### config.mk
export PLATFORM = sky130hd
export DESIGN_NAME = lpd_loop2_cfg
export DESIGN_NICKNAME = d
export VERILOG_FILES = /design/src/rtl/lpd_pkg.sv /design/src/rtl/lpd_div_if.sv /design/src/rtl/lpd_postdiv.sv /design/src/rtl/lpd_loop2_cfg.sv
export SDC_FILE = /design/constraint.sdc
export NUM_CORES = 1
export LEC_CHECK = 0
export ABC_AREA = 1
export BUFFER_PORTS_ARGS = -buffer_cell sky130_fd_sc_hd__clkbuf_2
export CAP_MARGIN = 25
export CORE_ASPECT_RATIO = 1.1
export CORE_MARGIN = 4
export CORE_UTILIZATION = 35
export CTS_BUF_LIST = sky130_fd_sc_hd__clkbuf_2
export DETAILED_ROUTE_END_ITERATION = 10
export PLACE_DENSITY = 0.66
export SLEW_MARGIN = 5
export SYNTH_ARGS = -nofsm -noshare
export SYNTH_HDL_FRONTEND = slang
export SYNTH_SLANG_ARGS = --single-unit
export TNS_END_PERCENT = 5
### constraint.sdc
create_clock -name clk_i -period 2.31 [get_ports clk_i]
set_input_delay 0.231 -clock clk_i [delete_from_list [all_inputs] [get_ports clk_i]]
set_output_delay 0.231 -clock clk_i [all_outputs]
set_load 0.05 [all_outputs]
### src/rtl/lpd_pkg.sv
// Purpose: shared constants of the second loop configuration block
// Assumes: byte-wide register port, one reference clock
// Notes: offsets, field positions and reset values live only here
package lpd_pkg;

    // ------------------------------------------------------------
    // register offsets
    // ------------------------------------------------------------
    localparam logic [7:0] OFF_PDIV = 8'h26;  // output post-divider
    localparam logic [7:0] OFF_SETA = 8'h2B;  // set a band select
    localparam logic [7:0] OFF_FBH = 8'h2C;   // set b feedback high
    localparam logic [7:0] OFF_FBL = 8'h2D;   // feedback low, remainder high
    localparam logic [7:0] OFF_RMQ = 8'h2E;   // remainder low, quotient high
    localparam logic [7:0] OFF_QSB = 8'h2F;   // quotient low, shift, band
    localparam logic [7:0] OFF_XCAP = 8'h30;  // crystal load capacitance

    // ------------------------------------------------------------
    // reset values
    // ------------------------------------------------------------
    localparam logic [6:0] RST_PDIV = 7'h01;
    localparam logic [1:0] RST_SETA = 2'h0;
    localparam logic [7:0] RST_FBH = 8'h00;
    localparam logic [7:0] RST_FBL = 8'h40;
    localparam logic [7:0] RST_RMQ = 8'h02;
    localparam logic [7:0] RST_QSB = 8'h08;
    localparam logic [4:0] RST_XCAP = 5'h00;

    // ------------------------------------------------------------
    // field positions inside the byte registers
    // ------------------------------------------------------------
    localparam int FBL_FB_LSB = 4;   // feedback [3:0] at 2D[7:4]
    localparam int RMQ_RM_LSB = 3;   // remainder [4:0] at 2E[7:3]
    localparam int QSB_Q_LSB = 5;    // quotient [2:0] at 2F[7:5]
    localparam int QSB_SH_LSB = 2;   // shift at 2F[4:2]

    // ------------------------------------------------------------
    // band codes and limits
    // ------------------------------------------------------------
    typedef enum logic [1:0] {
        LPD_BAND_LOW = 2'b00,   // below 125 MHz
        LPD_BAND_MID = 2'b01,   // 125 up to 150 MHz
        LPD_BAND_HIGH = 2'b10,  // 150 up to 175 MHz
        LPD_BAND_TOP = 2'b11    // 175 MHz and above
    } lpd_band_t;

    localparam logic [7:0] XCAP_MAX_PF = 8'h14;  // 20 pF ceiling, 1 pF per step
    localparam int SYNC_STAGES = 3;              // pin synchroniser depth

endpackage

### src/rtl/lpd_div_if.sv
// Purpose: carrier between configuration core and post-divider
// Assumes: both ends on clk_i
// Notes: run low holds the divider in reset
`timescale 1ns/1ps
interface lpd_div_if;
    logic [6:0] pdiv;  // divide value, zero means standby
    logic run;         // device powered and enabled
    logic tick;        // one pulse per divided period

    modport ctrl (output pdiv, output run, input tick);
    modport div (input pdiv, input run, output tick);
endinterface

### src/rtl/lpd_postdiv.sv
// Purpose: output post-divider producing a divided-rate pulse
// Assumes: pdiv changes are rare; a change restarts the count
// Notes: pdiv of one gives a pulse every cycle
`timescale 1ns/1ps
module lpd_postdiv
    import lpd_pkg::*;
(
    // clock and reset
    input wire logic clk_i,
    input wire logic nrst_i,
    // configuration core side
    lpd_div_if.div dv
);

    // ------------------------------------------------------------
    // counter
    // ------------------------------------------------------------
    logic [6:0] cnt;           // position in the divided period
    logic [6:0] last_pdiv;     // value the count was started with
    logic hold;                // standby, power-down or a pdiv change
    logic wrap;                // period complete
    logic [6:0] next_cnt;

    assign hold = !dv.run || (dv.pdiv == 7'h00) || (dv.pdiv != last_pdiv);
    assign wrap = (cnt == dv.pdiv - 7'h01);
    assign next_cnt = wrap ? 7'h00 : cnt + 7'h01;

    // count and pulse; a held divider emits nothing
    // zero means standby
    always_ff @(posedge clk_i or negedge nrst_i) begin
        if (!nrst_i) begin
            cnt <= 7'h00;
            last_pdiv <= 7'h00;
            dv.tick <= 1'b0;
        end else if (hold) begin
            cnt <= 7'h00;
            last_pdiv <= dv.pdiv;
            dv.tick <= 1'b0;
        end else begin
            cnt <= next_cnt;
            dv.tick <= wrap;
        end
    end
endmodule

### src/rtl/lpd_loop2_cfg.sv
// Purpose: second loop configuration registers, power-up gating, post-divider
// Assumes: register port and nonvolatile loader share clk_i
// Notes: stored fields drive the fractional divider as written
//
// Notes on behaviour
// - band code picks oscillator frequency band
// - output is input times N over M, divided
// - post-divider divides by 1 to 127
// - outputs off until core supply good
// - load capacitance 0 to 20 pF steps
// - post-divider zero holds standby
`timescale 1ns/1ps
module lpd_loop2_cfg
    import lpd_pkg::*;
(
    // clock and reset
    input wire logic clk_i,
    input wire logic nrst_i,
    // register port
    input wire logic [7:0] reg_addr_i,
    input wire logic [7:0] reg_wdata_i,
    input wire logic reg_wr_i,
    input wire logic reg_rd_i,
    output logic [7:0] reg_rdata_o,
    // nonvolatile loader
    input wire logic nv_load_i,
    input wire logic [7:0] nv_addr_i,
    input wire logic [7:0] nv_data_i,
    // pins
    input wire logic core_supply_ok_i,
    input wire logic output_supply_i,
    input wire logic freq_sel_i,
    // power state
    output logic device_enable_o,
    output logic out_enable_o,
    // loop settings
    output logic [1:0] loop2_band_o,
    output logic [11:0] loop2_setb_feedback_o,
    output logic [8:0] loop2_setb_remainder_o,
    output logic [5:0] loop2_setb_quotient_o,
    output logic [2:0] loop2_setb_shift_o,
    // crystal and divided output
    output logic [4:0] xtal_load_pf_o,
    output logic div_tick_o
);

    // ------------------------------------------------------------
    // pin synchronisers
    // ------------------------------------------------------------
    localparam int NPIN = 3;
    logic [NPIN-1:0] pin_raw;             // core ok, output supply, set select
    logic [NPIN-1:0] pin_f;               // filtered level
    assign pin_raw = {freq_sel_i, output_supply_i, core_supply_ok_i};

    // stage 1 feeds stage 2 only; level moves when 2 and 3 agree
    genvar gi;
    generate
        for (gi = 0; gi < NPIN; gi++) begin : g_sync
            logic [SYNC_STAGES-1:0] sh;   // shift chain
            always_ff @(posedge clk_i or negedge nrst_i) begin
                if (!nrst_i) begin
                    sh <= '0;
                    pin_f[gi] <= 1'b0;
                end else begin
                    sh <= {sh[SYNC_STAGES-2:0], pin_raw[gi]};
                    if (sh[1] == sh[2]) begin
                        pin_f[gi] <= sh[2];
                    end
                end
            end
        end
    endgenerate

    logic core_ok;    // core supply good
    logic outs_ok;    // output supply present
    logic sel_b;      // frequency set b selected
    assign core_ok = pin_f[0];
    assign outs_ok = pin_f[1];
    assign sel_b = pin_f[2];

    // ------------------------------------------------------------
    // write path
    // ------------------------------------------------------------
    // host write wins over a concurrent nonvolatile load
    logic wr_en;
    logic [7:0] wr_addr;
    logic [7:0] wr_data;
    assign wr_en = reg_wr_i || nv_load_i;
    assign wr_addr = reg_wr_i ? reg_addr_i : nv_addr_i;
    assign wr_data = reg_wr_i ? reg_wdata_i : nv_data_i;

    logic [6:0] r_pdiv;   // output post-divider
    logic [1:0] r_seta;   // set a band
    logic [7:0] r_fbh;
    logic [7:0] r_fbl;
    logic [7:0] r_rmq;
    logic [7:0] r_qsb;
    logic [4:0] r_xcap;   // load capacitance in pF
    // carrier to the post-divider, declared ahead of its first reader
    lpd_div_if dvc ();

    logic [4:0] xcap_in;
    assign xcap_in = (wr_data > XCAP_MAX_PF) ? XCAP_MAX_PF[4:0] : wr_data[4:0];

    // register file; only the addressed byte changes
    // post-divider, band, loop word and load capacitance bytes
    always_ff @(posedge clk_i or negedge nrst_i) begin
        if (!nrst_i) begin
            r_pdiv <= RST_PDIV;
            r_seta <= RST_SETA;
            r_fbh <= RST_FBH;
            r_fbl <= RST_FBL;
            r_rmq <= RST_RMQ;
            r_qsb <= RST_QSB;
            r_xcap <= RST_XCAP;
        end else if (wr_en) begin
            if (wr_addr == OFF_PDIV) r_pdiv <= wr_data[6:0];
            if (wr_addr == OFF_SETA) r_seta <= wr_data[1:0];
            if (wr_addr == OFF_FBH) r_fbh <= wr_data;
            if (wr_addr == OFF_FBL) r_fbl <= wr_data;
            if (wr_addr == OFF_RMQ) r_rmq <= wr_data;
            if (wr_addr == OFF_QSB) r_qsb <= wr_data;
            if (wr_addr == OFF_XCAP) r_xcap <= xcap_in;
        end
    end

    // ------------------------------------------------------------
    // read path
    // ------------------------------------------------------------
    // unmapped offsets and unused bits read as zero
    logic [7:0] next_rdata;
    assign next_rdata =
        (reg_addr_i == OFF_PDIV) ? {1'b0, r_pdiv} :
        (reg_addr_i == OFF_SETA) ? {6'h00, r_seta} :
        (reg_addr_i == OFF_FBH) ? r_fbh :
        (reg_addr_i == OFF_FBL) ? r_fbl :
        (reg_addr_i == OFF_RMQ) ? r_rmq :
        (reg_addr_i == OFF_QSB) ? r_qsb :
        (reg_addr_i == OFF_XCAP) ? {3'h0, r_xcap} : 8'h00;

    // read data holds until the next read strobe
    always_ff @(posedge clk_i or negedge nrst_i) begin
        if (!nrst_i) begin
            reg_rdata_o <= 8'h00;
        end else if (reg_rd_i) begin
            reg_rdata_o <= next_rdata;
        end
    end

    // ------------------------------------------------------------
    // field unpacking and outputs
    // ------------------------------------------------------------
    // fields cross byte boundaries
    logic [11:0] next_fb;
    logic [8:0] next_rm;
    logic [5:0] next_q;
    logic [2:0] next_sh;
    logic [1:0] next_band;
    assign next_fb = {r_fbh, r_fbl[7:FBL_FB_LSB]};
    assign next_rm = {r_fbl[3:0], r_rmq[7:RMQ_RM_LSB]};
    assign next_q = {r_rmq[2:0], r_qsb[7:QSB_Q_LSB]};
    assign next_sh = r_qsb[QSB_SH_LSB+2:QSB_SH_LSB];
    assign next_band = sel_b ? r_qsb[1:0] : r_seta;

    // device enable follows the core supply; out enable also needs the output supply
    always_ff @(posedge clk_i or negedge nrst_i) begin
        if (!nrst_i) begin
            loop2_band_o <= LPD_BAND_LOW;
            loop2_setb_feedback_o <= 12'h000;
            loop2_setb_remainder_o <= 9'h000;
            loop2_setb_quotient_o <= 6'h00;
            loop2_setb_shift_o <= 3'h0;
            xtal_load_pf_o <= 5'h00;
            device_enable_o <= 1'b0;
            out_enable_o <= 1'b0;
            div_tick_o <= 1'b0;
        end else begin
            loop2_band_o <= next_band;
            loop2_setb_feedback_o <= next_fb;
            loop2_setb_remainder_o <= next_rm;
            loop2_setb_quotient_o <= next_q;
            loop2_setb_shift_o <= next_sh;
            xtal_load_pf_o <= r_xcap;
            device_enable_o <= core_ok;
            out_enable_o <= core_ok && outs_ok;
            div_tick_o <= dvc.tick;
        end
    end

    // ------------------------------------------------------------
    // post-divider
    // ------------------------------------------------------------
    // final output rate set here
    assign dvc.pdiv = r_pdiv;
    assign dvc.run = core_ok;

    lpd_postdiv u_postdiv (
        .clk_i(clk_i),
        .nrst_i(nrst_i),
        .dv(dvc.div)
    );
endmodule

; ---- Yosys cells after proc, flatten, opt, wreduce, memory -nomap -nowiden
; Index checks and enable logic that the tools add are counted.
; Widths: inputs -> output; s select.
[word_totals]
output_inout_bits = 48
ff_bits = 121
in_bits = 40
[classes]
n_addsub = 2
n_reduce_logical = 13
n_lt_le_gt_ge = 1
n_eq_ne = 19
muxes = 14
[ops]
columns = cell, n
row1 = $eq 8x6->1 const B, 14
row2 = $mux 8, 8
row3 = $mux 7, 2
row4 = $reduce_and 2->1, 7
row5 = $mux 5, 2
row6 = $gt 8x5->1 const B, 1
row7 = $add 7x1->7 const B, 1
row8 = $eq 7x7->1, 1
row9 = $logic_not 7->1, 1
row10 = $ne 7x7->1, 1
row11 = $sub 7x1->7 const B, 1
row12 = $eq 1x1->1, 3
row13 = $logic_or 1x1->1, 3
row14 = $mux 2, 1
row15 = $logic_and 1x1->1, 1
row16 = $logic_not 1->1, 1
row17 = $mux 1, 1

; ---- Depth between registers and ports, before layout
; Gate-level depths: netlist of the first run.
[depth]
word_depth = 8
mapped_depth = 11
ltp_nobuf = 11

; ---- Modules after synthesis
; A second synthesis of the first run with hierarchy kept.
[unflattened]
cells_unflattened = 575
hier_area_um2 = 5467.7
[by_module_without_submodules]
columns = mod, n_inst, seq_area_each_um2, cells_each, area_each_um2
row1 = lpd_loop2_cfg, 1, 2657.5, 432, 4425.5
row2 = lpd_postdiv, 1, 375.4, 143, 1042.2

; ---- Worst setup path before layout of the first run
; Ideal clock, no wire load.
[synth_path]
path_kind = register -> register
start = register r_pdiv[0], in the netlist dvc.pdiv[0]
end = register u_postdiv.cnt[0]
slack_ps = 616
setup_ps = 123
arrival_ps = 1572
stages_incl_launch_ff = 10
path_cell_list = dfstp_2 > inv_1 > ha_1 > xnor2_1 > nor2_1 > nand3_1 > nor2_1 > nand2_1 > nand2_1 > nor2_1
[synth_via]
elab_chain_len = 4
word_cells_on_any_way = 8
cone_classes = add/sub: 1 / eq/ne: 2 / mux: 2 / reduce/logical: 3
[synth_rtl]
columns = item, line_no
row1 = "start, declared", lpd_loop2_cfg.sv:92  ; logic [6:0] r_pdiv;
row2 = "start signal, assigned", lpd_loop2_cfg.sv:117  ; if (wr_addr == OFF_PDIV) r_pdiv <= wr_data[6:0];
row3 = $sub 7x1->7 or $logic_not 7->1 (tied branches), "lpd_postdiv.sv:25, lpd_postdiv.sv:24"
row4 = $eq 7x7->1 or $logic_or 1x1->1 (tied branches), "lpd_postdiv.sv:25, lpd_postdiv.sv:24"
row5 = $mux 7 or $logic_or 1x1->1 (tied branches), "lpd_postdiv.sv:26, lpd_postdiv.sv:24"
row6 = $mux 7 *, lpd_postdiv.sv:35  ; end else if (hold) begin
row7 = "end signal, assigned", lpd_postdiv.sv:40  ; cnt <= next_cnt;
row8 = "end, declared", lpd_postdiv.sv:18  ; logic [6:0] cnt;
; Every way passes the cells marked *; elsewhere a longest branch is shown, timed or not.
; A chain may end at the register's enable or synchronous reset.

; ---- Worst setup path in the final report of the first run
[layout_path]
start = register r_pdiv[0], in the netlist dvc.pdiv[0]
end = register u_postdiv.cnt[6]
; The elaborated chain is that of the path after synthesis.

==> impl_metrics.json, run 1 <==
{
  "clock-sinks": 121,
  "rsz0062_at_grt": "false",
  "drive_gt1_share_pct": 26.9,
  "yosysUniqueCellTypes": 37,
  "nets": 688,
  "cp.arrival_ps": 2530,
  "max_stage_delay_ps": 640,
  "die_h_um": 136,
  "irDropWorstVdd_mv": 0.286,
  "hold_viol": 0,
  "path_max_fanout": 7,
  "synth_area_per_cell_um2": 9.86,
  "setup.worst_path.class": "register to register",
  "yosys_warnings": 0,
  "grt_pass1_vias": 4115,
  "status": "finished, final reports clean",
  "p_leak_nw": 3.22,
  "core_region_area_um2": 14500,
  "pin_count": 88,
  "drtPass1Iterations": 4,
  "setup_viol": 0,
  "place_area_um2": 5840,
  "die_area_um2": 16900,
  "min_period_ps": 1970,
  "wl_per_cell_um": 14.6,
  "ys_ff_latch": 121,
  "post_cts_buffers": 0,
  "comb_power_share_pct": 18.5,
  "grt_max_degree": 63,
  "setup-tns-final_ps": 0,
  "p_int_mw": 3.21,
  "clock_latency_ps": 670,
  "seqPwrFrac_pct": 50.5,
  "p_sw_mw": 1.63,
  "synth_top_area_share_pct": 56.2,
  "viasPerCell": 4.75,
  "antenna_found_initial": 1,
  "clock.fmax_mhz": 508,
  "synth.largest_area_cell": "dfrtp_1",
  "netSwitchingFraction_pct": 33.7,
  "min_period_over_period_pct": 85.1,
  "slew-limit-headroom_pct": 58.9,
  "cts_htree_levels": 4,
  "place_congestion": 0.908,
  "portBuffers": 87,
  "stdcell_area_um2": 6330,
  "finalWorstSetupSlack_ps": 343,
  "worst-endpoint-required_ps": 2870,
  "cts_tree": "built",
  "grt_usage_pct": 15.4,
  "area_growth_pct": 21.6,
  "grt_pass1_wl_um": 20600,
  "cp-start-kind": "register",
  "pre_cts_slack_ps": 343,
  "clockBufferDepth": 2,
  "grt-ovfl-total": 0,
  "ys_top_cells_by_area": "dfrtp_1 56%, nand2_1 8.8%, nand3_1 4.3%",
  "drtAntennaViolNets": 0,
  "hp-class": "input port to async pin",
  "path_cells": "inv_1 > ha_1 > inv_1 > nand2_1 > nand3b_1 > nand3_1 > nor3_1 > nand2_1 > nand2_1 > nor2_1",
  "critPathSlowestCell": "dfstp_2",
  "drt-initial-drc-count": 288,
  "dp_hpwl_um": 9190,
  "drc": 0,
  "p_per_area_nw_per_um2": 766,
  "finalMaxSlewViolations": 0,
  "clock-root-buffer": "clkbuf_2",
  "initial_core_util_pct": 35.9,
  "p_clk_share_pct": 30.9,
  "core.rowCount": 46,
  "endpoint_kind": "register",
  "fp.dieW_um": 124,
  "fin_worst_skew_ps": 25.4,
  "synthCells": 528,
  "synthesis.area_um2": 5210,
  "maxCapViolations": 0,
  "synthesis.nets": 571,
  "via_count": 4039,
  "timing.critical_path.mode_cell": "nand2_1",
  "routed_wirelength_um": 12500,
  "ys_seq_area_share_pct": 58.2,
  "cts.repair.resized": 0,
  "clkTransAtPathRegs_ps": 200,
  "numCtsBuffers": 17,
  "worst_pin_slew_ps": 614
}
[cell type report]
class	instances	area (um2)
timing repair buffer	117	733
multi-input combinational	335	1850
fill	1413	8170
sequential	121	3030
clock buffer	17	85.1
inverter	53	199
tap	192	240
clock inverter	15	190
antenna	1	2.50
[synthesized netlist by cell type, drive strengths merged]
library cell / count
nand2: 122
dfrtp: 117
o21ai: 63
inv: 53
nand3: 48
nor2: 41
nand4: 12
xnor2: 11
buf: 10
clkbuf: 9
a21oi: 6
nor3: 5
xor2: 5
dfstp: 4
or2: 4
ha: 3
maj3: 3
mux2i: 3
nand3b: 3
mux2: 2
o21a: 2
and3: 1
o21bai: 1
[state kept, by name, summed over array words and instances, names as in the netlist, 3 cells and up]
name,cells
dvc.pdiv,7
g_sync.sh,9
loop2_setb_feedback_o,12
loop2_setb_quotient_o,6
loop2_setb_remainder_o,9
loop2_setb_shift_o,3
r_fbh,8
r_fbl,8
r_qsb,8
r_rmq,8
r_xcap,5
reg_rdata_o,8
u_postdiv.cnt,7
u_postdiv.last_pdiv,7
xtal_load_pf_o,5
[kinds of logic after synthesis]
group | share of synthesized area (%)
DFF | 58.2
AOI/OAI and AO/OA | 9.01
adders and majority gates | 1.30
buffers and inverters | 6.27
muxes | 1.23
and+or+nand+nor | 21.3
xor gates and xnor gates | 2.69
[stage by stage]
step	hold WS, ps	utilization (%)	total power [mW]	cells
2_1_floorplan	-64.6	-	3.06	528
3_3_place_gp	152	40.3	3.33	797
3_5_place_dp	159	40.3	3.36	797
4_1_cts	2.41	43.5	4.89	848
5_1_grt	5.16	43.7	5.12	851
6_report	77.4	43.7	4.85	851
[worst max-delay path, delay by kind of cell (launching register included)]
family,cells,cell delay [ps]
AND/OR/NAND/NOR,7,780
adder cells (fa/ha/maj),1,260
flip-flops,1,640
buffers and inverters,2,180
[repair_timing]
action	4_1_cts	5_1_grt
setup endpoints to repair	0	0
endpoints found under the hold margin	148	4
hold buffers	19	1
[metal layers]
metal / track usage (%) / up-vias / wire [um]
met5: 0 / - / 0
met3: 4.48 / 24 / 774
met4: 6.27 / 0 / 244
met1: 18.7 / 1953 / 5270
met2: 25.9 / 118 / 6170
li1: - / 1944 / -
[cells in the final DEF, fill, tap and decap left out, types with 4 or more instances in the layout]
| cell type | count |
|---|---|
| a21oi_1 | 5 |
| buf_4 | 9 |
| clkbuf_2 | 103 |
| dfrtp_1 | 117 |
| dfstp_2 | 4 |
| dlygate4sd3_1 | 20 |
| inv_1 | 50 |
| inv_6 | 4 |
| nand2_1 | 122 |
| nand3_1 | 45 |
| nand4_1 | 9 |
| nor2_1 | 38 |
| nor3_1 | 5 |
| o21ai_0 | 17 |
| o21ai_1 | 24 |
| o21ai_2 | 21 |
| xnor2_1 | 11 |
| xor2_1 | 5 |
[power by group through the flow]
stage	sequential [mW]	combinational (mW)	clock, mW
after floorplan	2.72	0.342	0
after CTS	2.45	0.902	1.54
final	2.45	0.899	1.50
after detailed placement	2.49	0.871	0
after global routing	2.47	0.978	1.66
after global placement	2.48	0.848	0
[final timing paths]
check / startpoint / to / slack [ps] / depth (start not counted)
setup reg to reg: dvc.pdiv[0] / u_postdiv.cnt[6] / 340 / 10
min in group clk_i: reg_wdata_i[7] / r_fbh[7] / 80 / 5
hold reg to reg: g_sync[2].sh[0] / g_sync[2].sh[1] / 370 / 0
hold / removal: nrst_i / r_fbh[5] / 80 / 3
max in group asynchronous: nrst_i / reg_rdata_o[3] / 1440 / 4
setup / recovery: dvc.pdiv[0] / u_postdiv.cnt[6] / 340 / 10
No activity file was read; power rests on OpenSTA's default activity.
==> run 2, diff against run 1 <==
--- a/config.mk
+++ b/config.mk
@@ -17,5 +17,6 @@
 export SLEW_MARGIN = 5
 export SYNTH_ARGS = -nofsm -noshare
 export SYNTH_HDL_FRONTEND = slang
+export SYNTH_HIERARCHICAL = 1
 export SYNTH_SLANG_ARGS = --single-unit
 export TNS_END_PERCENT = 5
==> run 2 against run 1 <==
Clock skew grew 3.6 ps. Sequential share of layout area shrank 1.6 points. Via count grew 1.6%. Global-route usage shrank 0.28 points. Combinational power shrank 3.6%. Critical path type unchanged.
==> impl_metrics.json, run 2 <==
{
  "slew-limit-headroom_pct": 53.1,
  "numCtsBuffers": 17,
  "grt_max_degree": 46,
  "ff_latch_area_um2": 3030,
  "setup-tns-final_ps": 0,
  "status": "finished, final reports clean",
  "synthesis.area_um2": 5470,
  "finalMaxSlewViolations": 0,
  "clkTransAtPathRegs_ps": 180,
  "final_core_util_pct": 43.1,
  "place_area_um2": 6090,
  "ys.flop_type": "dfrtp_1",
  "setup_viol": 0,
  "stdcell_area_um2": 6540,
  "grt_usage_pct": 15.1,
  "p_leak_nw": 3.39,
  "stdcell_count": 898,
  "initial_core_util_pct": 36.0,
  "clock-sinks": 121,
  "nFillCells": 1513,
  "cts_tree": "built",
  "min_period_over_period_pct": 81.4,
  "wl_per_cell_um": 14.0,
  "clock.fmax_mhz": 532,
  "worst_pin_slew_ps": 701,
  "hold_viol": 0,
  "synth_enable_flop_cells": 0,
  "num_antenna_cells": 0,
  "post_cts_buffers": 0,
  "clockBufferDepth": 2,
  "yosys_warnings": 6,
  "area_growth_pct": 19.7,
  "core_region_area_um2": 15200,
  "hp-class": "input port to register",
  "core.rowCount": 47,
  "reg2reg_from": "dvc.pdiv[0]",
  "power_mw": 4.64,
  "cts_htree_levels": 4,
  "dp.cells": 846,
  "fin_worst_skew_ps": 29.0,
  "final_cell_mix": "151 x nand2_1, 117 x dfrtp_1, 104 x clkbuf_2",
  "synthesis.nets": 618,
  "r2r_setup_slack_ps": 430,
  "p_per_area_nw_per_um2": 709,
  "clock-root-buffer": "clkbuf_2",
  "grt_pass1_vias": 4134,
  "portBuffers": 87,
  "startpoint": "dvc.pdiv[0]",
  "top_regs": "loop2_setb_feedback_o (12), g_sync.sh (9), loop2_setb_remainder_o (9)",
  "via_count": 4103,
  "cts.repair.resized": 0,
  "postCtsHoldBufs": 20,
  "r2r-end": "u_postdiv/dv.tick",
  "top_register": "loop2_setb_feedback_o",
  "antenna_found_initial": 0,
  "drive_gt1_share_pct": 29.8,
  "rsz0062_at_grt": "false",
  "setup.worst_path.class": "register to register",
  "pre_cts_slack_ps": 468,
  "finalWorstSetupSlack_ps": 430,
  "synth_area_per_cell_um2": 9.51,
  "place_congestion": 0.872,
  "min_period_ps": 1880,
  "worst_hold_slack_ps": 73.7,
  "drtPass1Iterations": 4,
  "endpoint": "u_postdiv/dv.tick",
  "multi_input_comb_area_um2": 2060,
  "cp.arrival_ps": 2500,
  "drtAntennaViolNets": 0,
  "final_common_cell": "nand2_1",
  "viasPerCell": 4.57,
  "dp_hpwl_um": 9380,
  "cp-start-kind": "register",
  "irDropWorstVdd_mv": 0.351,
  "worst-endpoint-required_ps": 2930,
  "maxCapViolations": 0,
  "synth_most_common_cell": "nand2_1",
  "synthTopCellsByCount": "151 x nand2_1, 117 x dfrtp_1, 52 x inv_1",
  "synth.largest_area_cell": "dfrtp_1",
  "grt_pass1_wl_um": 21100,
  "clock_latency_ps": 680,
  "ys_ff_latch": 121,
  "die_h_um": 139,
  "synthCells": 575,
  "die_area_um2": 17700,
  "grt-ovfl-total": 0,
  "r2r_cells": 11,
  "endpoint_kind": "register",
  "ys_top_cells_by_area": "dfrtp_1 54%, nand2_1 10%, o21ai_2 4.8%",
  "drt-initial-drc-count": 194,
  "synth_top_area_share_pct": 53.5,
  "fp.dieW_um": 127,
  "path_max_fanout": 7,
  "synthArstFlopShare_pct": 100,
  "routed_wirelength_um": 12500,
  "largest_reg_flops": 12,
  "pin_count": 88,
  "nets": 732,
  "drc": 0,
  "ys_seq_area_share_pct": 55.5,
  "yosysUniqueCellTypes": 47
}
## run 2: cell count changes after synthesis, sizes merged, moves of 4 or more
cell   change
inv        +8
nand2     +40
nand4      -4
nor2      +11
xnor2      -7
nand3      +4
## run 2: cells by family (layout without fill, tap and decap cells)
group	count (synthesis)	after routing	synth area share [%]
XOR/XNOR	9	9	1.44
multiplexers	3	3	0.664
flip-flops	121	121	55.5
AO/OA/AOI/OAI	71	71	9.43
buffers and inverters	82	209	6.89
AND/OR/NAND/NOR	283	283	24.9
adder cells (fa/ha/maj)	6	6	1.24
## run 2: area by class of cell
cell class	count	share of cell area, %
sequential	121	46.3
multi-input combinational	372	31.5
timing repair buffer	115	11.0
tap	196	3.75
inverter	62	3.67
clock inverter	14	2.39
clock buffer	18	1.38
## run 2: how the worst min path moves through the flow
stage / startpoint / to / slack, ps / cells past startpoint
3_3_place_gp: nrst_i / xtal_load_pf_o[2] / 240 / 1
6_report: nv_data_i[5] / r_fbl[5] / 70 / 5
2_1_floorplan: nrst_i / core_ok / -60 / 0
5_1_grt: reg_wdata_i[3] / r_fbh[3] / 20 / 5
3_5_place_dp: nrst_i / g_sync[2].sh[0] / 240 / 1
4_1_cts: reg_wdata_i[3] / dvc.pdiv[3] / 20 / 5
## run 2: layer usage
metal | global-route usage (%) | share of wire, % | vias to the layer above
met5 | 0 | 0 | -
met1 | 18.7 | 43 | 1898
met2 | 25.4 | 50 | 108
met3 | 4.24 | 5.2 | 19
met4 | 5.03 | 1.6 | 0
li1 | - | - | 2078
## run 2: report_power, final
group | internal (mW) | switching [mW]
Combinational | 0.263 | 0.605
Clock | 0.592 | 0.776
Sequential | 2.28 | 0.122
## run 2: critical path, stage by stage, from the launching register on
cell     delay, ps
dfstp_2        640
inv_2           90
ha_1           300
inv_1           40
nand2_1         50
nand2_1         50
nor2_2         110
nand3_2        100
nor2_4         100
inv_2           50
nor2_4         150
and2_1         140
==> run 3, diff against run 2 <==
--- a/config.mk
+++ b/config.mk
@@ -5,7 +5,7 @@
 export SDC_FILE = /design/constraint.sdc
 export NUM_CORES = 1
 export LEC_CHECK = 0
-export ABC_AREA = 1
+export ABC_AREA = 0
 export BUFFER_PORTS_ARGS = -buffer_cell sky130_fd_sc_hd__clkbuf_2
 export CAP_MARGIN = 25
 export CORE_ASPECT_RATIO = 1.1
==> constraint.sdc (replaced) <==
create_clock -name clk_i -period 1.95 [get_ports clk_i]
set_input_delay 0.195 -clock clk_i [delete_from_list [all_inputs] [get_ports clk_i]]
set_output_delay 0.195 -clock clk_i [all_outputs]
set_load 0.05 [all_outputs]
==> run 3 against run 2 <==
Combinational power grew 6.7%. Die area fell by 2.6%. Flip-flop and latch count unchanged. Clock-buffer cell count decreased by 1. Register-to-register slack lost 350 ps. Sequential share of layout area shrank 1.1 points. Final area up 2.4%.
==> impl_metrics.json, run 3 <==
{
  "path_max_fanout": 8,
  "slew-limit-headroom_pct": 61.3,
  "final_common_cell": "dfrtp_1",
  "synth_most_common_cell": "dfrtp_1",
  "viasPerCell": 5.18,
  "drtPass1Iterations": 4,
  "min_from": "reg_addr_i[7]",
  "grt_max_degree": 67,
  "synthesis.area_um2": 5310,
  "die_h_um": 137,
  "clockBufferDepth": 2,
  "cp-start-kind": "register",
  "p_clk_share_pct": 31.9,
  "synthTopCellsByCount": "117 x dfrtp_1, 56 x mux2_2, 12 x clkbuf_1",
  "via_count": 3896,
  "min_period_over_period_pct": 96.1,
  "worst_hold_slack_ps": 83.9,
  "numCtsBuffers": 17,
  "yosysUniqueCellTypes": 66,
  "clkTransAtPathRegs_ps": 170,
  "multi_input_comb_area_um2": 2140,
  "r2r_cells": 7,
  "worst-endpoint-required_ps": 2500,
  "portBuffers": 87,
  "ys.flop_type": "dfrtp_1",
  "clock-root-buffer": "clkbuf_2",
  "finalMaxSlewViolations": 0,
  "drc": 0,
  "grt-ovfl-total": 0,
  "rsz0062_at_grt": "false",
  "setup_viol": 0,
  "core.rowCount": 46,
  "grt_pass1_vias": 4142,
  "synth_area_per_cell_um2": 13.2,
  "top_register": "loop2_setb_feedback_o",
  "clock_latency_ps": 680,
  "pre_cts_slack_ps": -38.3,
  "stdcell_count": 752,
  "fin_worst_skew_ps": 25.3,
  "cp.arrival_ps": 2430,
  "place_area_um2": 6260,
  "ys_top_cells_by_area": "dfrtp_1 55%, mux2_2 12%, dfstp_2 2.0%",
  "p_int_mw": 3.74,
  "largest_reg_flops": 12,
  "final_core_util_pct": 45.7,
  "startpoint": "dvc.pdiv[1]",
  "p_sw_mw": 1.70,
  "p_per_area_nw_per_um2": 811,
  "area_growth_pct": 26.1,
  "setup-tns-final_ps": 0,
  "synth_top_area_share_pct": 55.1,
  "drive_gt1_share_pct": 42.8,
  "nFillCells": 1342,
  "initial_core_util_pct": 36.2,
  "cts_htree_levels": 4,
  "grt_pass1_wl_um": 22200,
  "drtAntennaViolNets": 0,
  "netSwitchingFraction_pct": 31.2,
  "yosys_warnings": 6,
  "min_period_ps": 1870,
  "r2r-end": "u_postdiv/cnt[6]",
  "p_leak_nw": 3.26,
  "setup.worst_path.class": "register to register",
  "drt-initial-drc-count": 286,
  "top_regs": "loop2_setb_feedback_o (12), g_sync.sh (9), loop2_setb_remainder_o (9)",
  "power_mw": 5.44,
  "status": "finished, final reports clean",
  "cts_tree": "built",
  "synth_enable_flop_cells": 0,
  "hold_viol": 0,
  "fp.dieW_um": 125,
  "ys_seq_area_share_pct": 57.1,
  "clock-sinks": 121,
  "pin_count": 88,
  "reg2reg_from": "dvc.pdiv[1]",
  "synthesis.nets": 445,
  "antenna_found_initial": 1,
  "die_area_um2": 17200,
  "synth.largest_area_cell": "dfrtp_1",
  "nets": 588,
  "maxCapViolations": 0,
  "finalWorstSetupSlack_ps": 76.6,
  "grt_usage_pct": 16.6,
  "post_cts_buffers": 0,
  "dp.cells": 702,
  "final_cell_mix": "117 x dfrtp_1, 103 x clkbuf_2, 56 x mux2_2",
  "r2r_setup_slack_ps": 80,
  "place_congestion": 0.865,
  "clock.fmax_mhz": 534,
  "synthCells": 402,
  "ff_latch_area_um2": 3030,
  "irDropWorstVdd_mv": 0.355,
  "synthArstFlopShare_pct": 100,
  "routed_wirelength_um": 13800,
  "wl_per_cell_um": 18.4,
  "stdcell_area_um2": 6700,
  "worst_pin_slew_ps": 581,
  "seqPwrFrac_pct": 51.1,
  "ys_ff_latch": 121,
  "endpoint": "u_postdiv/cnt[6]",
  "hp-class": "input port to register",
  "dp_hpwl_um": 9950,
  "endpoint_kind": "register",
  "core_region_area_um2": 14700,
  "comb_power_share_pct": 17.0
}
[run 3: cell count changes after synthesis, moves of 9 or more]
cell      before  now
a211oi_1       0    9
nor2_1        40    7
o21ai_1       17    0
nor3b_1        0   11
inv_1         52    7
mux2_2         2   56
a22oi_1        0    9
o21ai_2       30    0
nand2_1      151   11
nand3_1       46    5
[run 3: cell families (layout without fill, tap and decap cells)]
family,after synthesis,in the layout,share of synthesized area [%]
flip-flops,121,121,57.1
other,0,2,0
multiplexers,63,63,13.5
adder cells (fa/ha/maj),6,6,1.27
buffers and inverters,30,186,2.99
XOR/XNOR,19,19,3.13
AND/OR/NAND/NOR,100,100,13.2
AO/OA/AOI/OAI,63,63,8.81
[run 3: worst min path at each step]
| stage | slack [ps] | endpoint | cells after the start |
|---|---|---|---|
| finish | 80 | reg_rdata_o[5] | 4 |
| CTS | 5 | r_fbl[7] | 4 |
| global route | 6 | r_fbl[5] | 4 |
| detailed placement | 50 | out_enable_o | 1 |
| global placement | 40 | out_enable_o | 1 |
| floorplan | -100 | core_ok | 0 |
[run 3: cell type report]
cell class / instances / share of cell area (%)
diodes: 2 / 0.0747
clock buffers: 17 / 1.27
clock inverters: 15 / 2.58
inverters: 8 / 0.448
multi-input cells: 251 / 31.9
flip-flops and latches: 121 / 45.2
well taps: 192 / 3.58
repair buffers: 146 / 14.9
[run 3: layer usage]
layer	vias to the layer above	global-route usage [%]	part of all wire (%)
li1	1779	-	-
met1	1952	21.0	43
met2	143	27.1	49
met3	22	4.46	5.5
met4	0	7.11	2.6
met5	-	0	0
[run 3: timing repair]
action	CTS	global route
resized for setup	1	2
endpoints found under the setup margin	4	8
hold buffers	13	3
endpoints found under the hold margin	142	5
gates cloned	0	0
pin swaps	1	0
[run 3: critical path: stages (launching register included)]
cell and delay (ps):
dfrtp_1 410, inv_1 110, ha_4 180, or3b_1 340, a211o_1 340, nor4_4 130
buf_4 190, a211oi_1 70
[run 3: power groups by stage]
| stage | combinational (mW) | clock [mW] | sequential [mW] |
|---|---|---|---|
| 3_5_place_dp | 0.886 | 0 | 2.82 |
| 5_1_grt | 0.988 | 1.91 | 2.80 |
| 6_report | 0.925 | 1.73 | 2.78 |
| 4_1_cts | 0.914 | 1.78 | 2.78 |
| 2_1_floorplan | 0.368 | 0 | 3.00 |
| 3_3_place_gp | 0.865 | 0 | 2.82 |
